File: config.mk
export PLATFORM = sky130hd
export DESIGN_NAME = erw_ready_ctrl
export DESIGN_NICKNAME = d
export VERILOG_FILES = /design/src/hw/erw_pkg.sv /design/src/hw/erw_sync_if.sv /design/src/hw/erw_ready_sync.sv /design/src/hw/erw_ready_ctrl.sv
export SDC_FILE = /design/constraint.sdc
export NUM_CORES = 1
export LEC_CHECK = 0
export ABC_AREA = 1
export ABC_CLOCK_PERIOD_IN_PS = 6000
export BUFFER_PORTS_ARGS = -buffer_cell sky130_fd_sc_hd__buf_2
export CAP_MARGIN = 5
export CELL_PAD_IN_SITES_DETAIL_PLACEMENT = 2
export CELL_PAD_IN_SITES_GLOBAL_PLACEMENT = 2
export CORE_AREA = 2 2 107 109
export DETAILED_ROUTE_END_ITERATION = 12
export DIE_AREA = 0 0 109 111
export MAX_ROUTING_LAYER = met4
export PLACE_DENSITY_LB_ADDON = 0.1
export SETUP_SLACK_MARGIN = 0.5
export SLEW_MARGIN = 20
export SYNTH_ARGS = -nofsm -noshare
export SYNTH_HDL_FRONTEND = slang
export SYNTH_SLANG_ARGS = --single-unit
File: constraint.sdc
create_clock -name clk_sys -period 6 [get_ports clk_sys]
set_clock_uncertainty 0.2 [all_clocks]
set_input_delay 1.2 -clock clk_sys [delete_from_list [all_inputs] [get_ports clk_sys]]
set_output_delay 1.2 -clock clk_sys [all_outputs]
set_load 0.005 [all_outputs]
File: src/hw/erw_pkg.sv
// Package for the external bus ready/wait-state controller.
// Assumes a single system clock; no software-visible registers.
package erw_pkg;
   // Phase counter width, data bus width and reference divider width
   localparam int unsigned PHASE_W = 4;
   localparam int unsigned DATA_W = 16;
   localparam int unsigned DIV_W = 2;
   // Reference clock output divider: half period minus one, in system clocks
   localparam logic [DIV_W-1:0] REFCLK_HALF = 2'h1;
   localparam logic [PHASE_W-1:0] PHASE_ZERO = 4'h0;
   localparam logic [PHASE_W-1:0] PHASE_ONE = 4'h1;
   localparam logic [DATA_W-1:0] DATA_RST = 16'h0000;

   typedef enum logic [2:0]
   {
      ERW_IDLE = 3'b000,
      ERW_ADDR = 3'b001,
      ERW_CMD = 3'b010,
      ERW_MAND = 3'b011,
      ERW_RDY = 3'b100,
      ERW_HOLD = 3'b101
   } erw_state_e;
endpackage

File: src/hw/erw_sync_if.sv
// Interface carrying the ready pin samples from the synchroniser.
// Assumes both ends run on clk_sys.
`timescale 1ns/1ps
interface erw_sync_if;
   logic sync_lvl;
   logic async_lvl;
   modport src (output sync_lvl, output async_lvl);
   modport dst (input sync_lvl, input async_lvl);
endinterface

File: src/hw/erw_ready_sync.sv
// Ready pin sampler: two-stage registered sample and extra stage.
// Assumes ready_pin may be asynchronous to clk_sys.
`timescale 1ns/1ps
module erw_ready_sync
(
   input wire logic clk_sys,
   input wire logic resetn,
   input wire logic ready_pin,
   erw_sync_if.src smp
);
   typedef struct packed
   {
      logic s1;
      logic s2;
      logic s3;
   } erw_sync_s;

   erw_sync_s q_r;
   erw_sync_s q_nxt;

   always_comb
   begin
      q_nxt = q_r;
      q_nxt.s1 = ready_pin;
      q_nxt.s2 = q_r.s1;
      // Extra stage costs one wait state in asynchronous mode
      q_nxt.s3 = q_r.s2;
   end

   always_ff @(posedge clk_sys)
   begin
      if (!resetn)
         q_r <= '0;
      else
         q_r <= q_nxt;
   end

   assign smp.sync_lvl = q_r.s2;
   assign smp.async_lvl = q_r.s3;
endmodule // erw_ready_sync

File: src/hw/erw_ready_ctrl.sv
// External bus cycle sequencer with ready-controlled wait states.
// Assumes the request side holds req until ack and the external
// circuit drives ready_pin in accordance with the chosen mode.
//
// How it works
// - Ready input decides when a ready-controlled bus cycle ends.
// - Ready active level is selected by the ready_high input.
// - Asynchronous ready goes through one more stage, adding a wait.
// - First sample point follows each cycle's programmed phase lengths.
// - Inactive ready at a sample adds one wait state and resamples.
// - Active ready at a sample ends the bus cycle.
// - Synchronous and asynchronous modes use the same sample points.
// - Mandatory wait states complete before ready is evaluated.
// - Read data captured on the edge that raises the read strobe.
`timescale 1ns/1ps
module erw_ready_ctrl
#(
   parameter int unsigned PHASE_W = erw_pkg::PHASE_W,
   parameter int unsigned DATA_W = erw_pkg::DATA_W
)
(
   input wire logic clk_sys,
   input wire logic resetn,
   input wire logic req,
   input wire logic req_read,
   input wire logic [PHASE_W-1:0] addr_phase_len,
   input wire logic [PHASE_W-1:0] cmd_phase_len,
   input wire logic [PHASE_W-1:0] mandatory_wait_phase,
   input wire logic [PHASE_W-1:0] hold_phase_len,
   input wire logic ready_en,
   input wire logic ready_async,
   input wire logic ready_high,
   input wire logic ready_pin,
   input wire logic [DATA_W-1:0] data_pin,
   output logic bus_reference_clock_output,
   output logic rd_n,
   output logic wr_n,
   output logic ready_wait_phase,
   output logic ack,
   output logic [DATA_W-1:0] rdata,
   output logic busy
);
   typedef struct packed
   {
      erw_pkg::erw_state_e st;
      logic [PHASE_W-1:0] cnt;
      logic [erw_pkg::DIV_W-1:0] div;
      logic refclk;
      logic rd_n;
      logic wr_n;
      logic is_read;
      logic [PHASE_W-1:0] addr_len;
      logic en;
      logic asy;
      logic pol;
      logic [PHASE_W-1:0] cmd_len;
      logic [PHASE_W-1:0] mand_len;
      logic [PHASE_W-1:0] hold_len;
      logic wait_ph;
      logic ack;
      logic busy;
      logic [DATA_W-1:0] rdata;
      logic [DATA_W-1:0] din1;
      logic [DATA_W-1:0] din2;
   } erw_ctrl_s;

   erw_ctrl_s q_r;
   erw_ctrl_s q_nxt;
   erw_sync_if smp();

   erw_ready_sync u_sync
   (
      .clk_sys(clk_sys),
      .resetn(resetn),
      .ready_pin(ready_pin),
      .smp(smp)
   );

   // Level seen at the sample point, in the configured polarity
   function automatic logic rdy_seen(input logic asy, input logic pol,
                                     input logic s, input logic a);
      logic lvl;
      lvl = asy ? a : s;
      return pol ? lvl : !lvl;
   endfunction

   // Length 0 still takes one clock; address and mandatory phases of 0 are skipped
   function automatic logic last_clk(input logic [PHASE_W-1:0] c,
                                     input logic [PHASE_W-1:0] len);
      return (len == erw_pkg::PHASE_ZERO) || (c >= len - 1'b1);
   endfunction

   always_comb
   begin
      q_nxt = q_r;
      q_nxt.ack = 1'b0;
      q_nxt.din1 = data_pin;
      q_nxt.din2 = q_r.din1;
      // Free-running reference clock for the external circuit
      if (q_r.div == erw_pkg::REFCLK_HALF)
      begin
         q_nxt.div = '0;
         q_nxt.refclk = !q_r.refclk;
      end
      else
      begin
         q_nxt.div = q_r.div + 1'b1;
      end
      q_nxt.cnt = q_r.cnt + 1'b1;
      case (q_r.st)
         erw_pkg::ERW_IDLE:
         begin
            q_nxt.cnt = erw_pkg::PHASE_ZERO;
            if (req)
            begin
               // Phase lengths and mode latched per cycle
               q_nxt.is_read = req_read;
               q_nxt.addr_len = addr_phase_len;
               q_nxt.en = ready_en;
               q_nxt.asy = ready_async;
               q_nxt.pol = ready_high;
               q_nxt.cmd_len = cmd_phase_len;
               q_nxt.mand_len = mandatory_wait_phase;
               q_nxt.hold_len = hold_phase_len;
               q_nxt.busy = 1'b1;
               q_nxt.st = erw_pkg::ERW_ADDR;
               if (addr_phase_len == erw_pkg::PHASE_ZERO)
               begin
                  q_nxt.st = erw_pkg::ERW_CMD;
                  q_nxt.rd_n = !req_read;
                  q_nxt.wr_n = req_read;
               end
            end
         end
         erw_pkg::ERW_ADDR:
         begin
            if (last_clk(q_r.cnt, q_r.addr_len))
            begin
               q_nxt.cnt = erw_pkg::PHASE_ZERO;
               q_nxt.st = erw_pkg::ERW_CMD;
               q_nxt.rd_n = !q_r.is_read;
               q_nxt.wr_n = q_r.is_read;
            end
         end
         erw_pkg::ERW_CMD:
         begin
            if (last_clk(q_r.cnt, q_r.cmd_len))
            begin
               q_nxt.cnt = erw_pkg::PHASE_ZERO;
               // Sample point placed after programmed phases
               if (q_r.mand_len != erw_pkg::PHASE_ZERO)
                  q_nxt.st = erw_pkg::ERW_MAND;
               else if (q_r.en)
                  q_nxt.st = erw_pkg::ERW_RDY;
               else
                  q_nxt.st = erw_pkg::ERW_HOLD;
            end
         end
         erw_pkg::ERW_MAND:
         begin
            if (last_clk(q_r.cnt, q_r.mand_len))
            begin
               q_nxt.cnt = erw_pkg::PHASE_ZERO;
               // Ready not looked at until mandatory waits are done
               q_nxt.st = q_r.en ? erw_pkg::ERW_RDY
                                 : erw_pkg::ERW_HOLD;
            end
         end
         erw_pkg::ERW_RDY:
         begin
            q_nxt.cnt = erw_pkg::PHASE_ZERO;
            if (rdy_seen(q_r.asy, q_r.pol, smp.sync_lvl, smp.async_lvl))
            begin
               q_nxt.wait_ph = 1'b0;
               q_nxt.st = erw_pkg::ERW_HOLD;
            end
            else
            begin
               q_nxt.wait_ph = 1'b1;
            end
         end
         erw_pkg::ERW_HOLD:
         begin
            if (q_r.cnt == erw_pkg::PHASE_ZERO)
            begin
               // Strobe rises and read data latch on the same edge
               q_nxt.rd_n = 1'b1;
               q_nxt.wr_n = 1'b1;
               if (q_r.is_read)
                  q_nxt.rdata = q_r.din2;
            end
            if (last_clk(q_r.cnt, q_r.hold_len))
            begin
               q_nxt.cnt = erw_pkg::PHASE_ZERO;
               q_nxt.ack = 1'b1;
               q_nxt.busy = 1'b0;
               q_nxt.st = erw_pkg::ERW_IDLE;
            end
         end
         default:
         begin
            q_nxt.st = erw_pkg::ERW_IDLE;
         end
      endcase
   end

   always_ff @(posedge clk_sys)
   begin
      if (!resetn)
      begin
         q_r <= '0;
         q_r.st <= erw_pkg::ERW_IDLE;
         q_r.rd_n <= 1'b1;
         q_r.wr_n <= 1'b1;
         q_r.rdata <= erw_pkg::DATA_RST;
      end
      else
      begin
         q_r <= q_nxt;
      end
   end

   assign bus_reference_clock_output = q_r.refclk;
   assign rd_n = q_r.rd_n;
   assign wr_n = q_r.wr_n;
   assign ready_wait_phase = q_r.wait_ph;
   assign ack = q_r.ack;
   assign rdata = q_r.rdata;
   assign busy = q_r.busy;
endmodule // erw_ready_ctrl

==> results.yml <==
grt:
  grt_pass1_vias: 3454
  grt_pass1_wl_um: 16400
  overflow: 0
  grt_usage_pct: 18.0
  grt_max_degree: 42
  antenna_found_initial: 0
clock_tree:
  clock_latency_ns: 0.34
  cts_num_sinks: 86
  post_cts_buffers: 0
  cts-root-buf: "clkbuf_16"
  cts_buffers: 9
  clkTransAtPathRegs_ns: 0.06
  cts_max_level: 3
  cts_resized: 0
  cts_buffer_depth: 2
  postCtsHoldBufs: 0
  cts_tree: "yes"
floorplan:
  floorplan.initialDensity_pct: 33.9
  die_area_um2: 12100
  num_io_pins: 62
  fp.dieW_um: 109
  rows: 39
  coreArea_um2: 11100
  die_y_um: 111
route:
  m1WireLength_um: 4280
  final_antenna_net_count: 0
  wl_per_cell_um: 14.0
  wirelength_um: 9500
  firstDrtPassIters: 3
  met2_length_um: 4680
  vias: 3106
  drc: 0
  routed.top_layer: "met4"
  wl_met3_um: 333
  drt_iter0_drc: 62
  via_per_inst: 4.58
timing:
  finalCritPeriodShare_pct: 41.0
  period_needed_ns: 2.46
  setup_viol: 0
  drv_slew: 0
  hold_viol_final: 0
  max_freq_mhz: 407
  slew-limit-headroom_pct: 51.5
  rsz0062_at_grt: "false"
  fin_setup_tns_ns: 0
  worst_pin_slew_ns: 0.725
finish:
  regMostFlops: "q_r"
  drive_above_1_share_pct: 17.4
  nNetsFinal: 594
  largest_reg_flops: 45
  area_growth_syn_to_layout_pct: 16.3
worst_setup_path:
  path_class: "reg -> reg"
  cp.arrival_ns: 2.49
  crit_fanout: 9
  cp.required_ns: 6.03
  end_kind: "register"
  worstSetupStartpointType: "register"
pwr:
  leakage_uw: 0.00236
  peakVddDrop_uv: 177
  p_per_area_nw_per_um2: 419
  power.total_uw: 1830
synth:
  yosysWarnings: 0
  async_flop_share_pct: 0
  ys_seq_area_share_pct: 45.9
  synth_cells: 486
  synth_seq_cells: 86
  synth.distinct_cells: 24
  avgSynthCellArea_um2: 7.72
  synth_edf_count: 0
  synth_ff_type: "dfxtp_1"
  synthesis.area_um2: 3750
  syn-num-nets: 550
placed_design:
  gp_congestion: 0.745
  port_buffers: 61
  dpl.hpwl_um: 6780
status:
  status: "finished, final reports clean"
hold_path:
  min_path_type: "reg -> reg"
run:
  cap_violations: 0
report_power, final:
group / internal (µW) / leakage [µW] / total [µW] / switching (µW)
registers: 646 / 0.000707 / 695 / 48.6
clock network: 332 / 0.000145 / 565 / 233
logic: 213 / 0.00151 / 571 / 358
worst max-delay path: stages (launching register included):
cell,delay [ns]
dfxtp_1,0.31
inv_1,0.08
ha_1,0.24
xnor2_1,0.14
ha_1,0.27
nand2_1,0.05
inv_1,0.07
o21ai_0,0.09
nand4_1,0.16
nor2_4,0.06
nor2_2,0.32
nand2_1,0.14
a21oi_1,0.15
nand2_1,0.06
cells in the final DEF, fill, tap and decap left out, types with 3 or more instances in the layout:
cell type / instances
dfxtp_1: 86
nand2_1: 82
inv_1: 80
buf_2: 61
nor2_1: 60
o21ai_0: 38
a21oi_1: 32
ha_1: 24
nand3_1: 20
clkbuf_16: 9
xnor2_1: 6
xor2_1: 6
inv_2: 4
nor2_2: 4
nand4_1: 3
nor3_1: 3
cells by family after synthesis:
group,synth area share (%)
AO/OA/AOI/OAI,9.87
XOR/XNOR,2.80
adder cells (fa/ha/maj),8.00
buffers and inverters,13.4
flip-flops,45.9
AND/OR/NAND/NOR,20.0
final cells by class:
| cell class | instances | area, µm² |
|---|---|---|
| inverter | 84 | 315 |
| sequential | 86 | 1720 |
| clock buffer | 10 | 239 |
| tap | 143 | 179 |
| fill | 1324 | 6710 |
| antenna | 1 | 2.50 |
| timing repair buffer | 63 | 320 |
| multi-input combinational | 286 | 1530 |
| clock inverter | 5 | 60.1 |
per-stage QoR:
stage | util [%] | worst slack [ns] | hold slack (ns) | instance area, µm² | instances
after floorplan | - | 3.81 | 0.190 | 3750 | 486
after global placement | 36.7 | 3.25 | 0.193 | 4060 | 662
after detailed placement | 36.7 | 3.17 | 0.205 | 4060 | 662
after CTS | 39.4 | 3.51 | 0.220 | 4360 | 677
after global routing | 39.4 | 3.27 | 0.239 | 4360 | 677
final | 39.4 | 3.54 | 0.216 | 4370 | 678
path summary, 6_finish.rpt:
| path | from | depth (start not counted) | slack [ns] | to |
|---|---|---|---|---|
| max | q_r[66] | 13 | 3.54 | rd_n |
| min | q_nxt[14] | 2 | 0.22 | q_r[14] |
| max reg2reg | q_r[66] | 13 | 3.54 | rd_n |
| min reg2reg | q_nxt[14] | 2 | 0.22 | q_r[14] |
synthesized netlist by cell type, drive strengths merged, types with 6 or more instances:
cell type  instances  area [µm²]
clkbuf             8        30.0
o21ai             38         190
nand3             20         100
ha                24         300
xor2               6        52.6
nor2              66         273
a21oi             32         160
dfxtp             86        1720
buf               22         159
inv               84         315
nand2             84         320
xnor2              6        52.6
routing by layer:
layer,vias to the layer above,global-route usage (%)
li1,1569,-
met1,1476,21.0
met2,45,29.8
met3,16,3.70
met4,0,7.44
met5,-,-
Note: power is estimated with default switching activity, not from simulation.
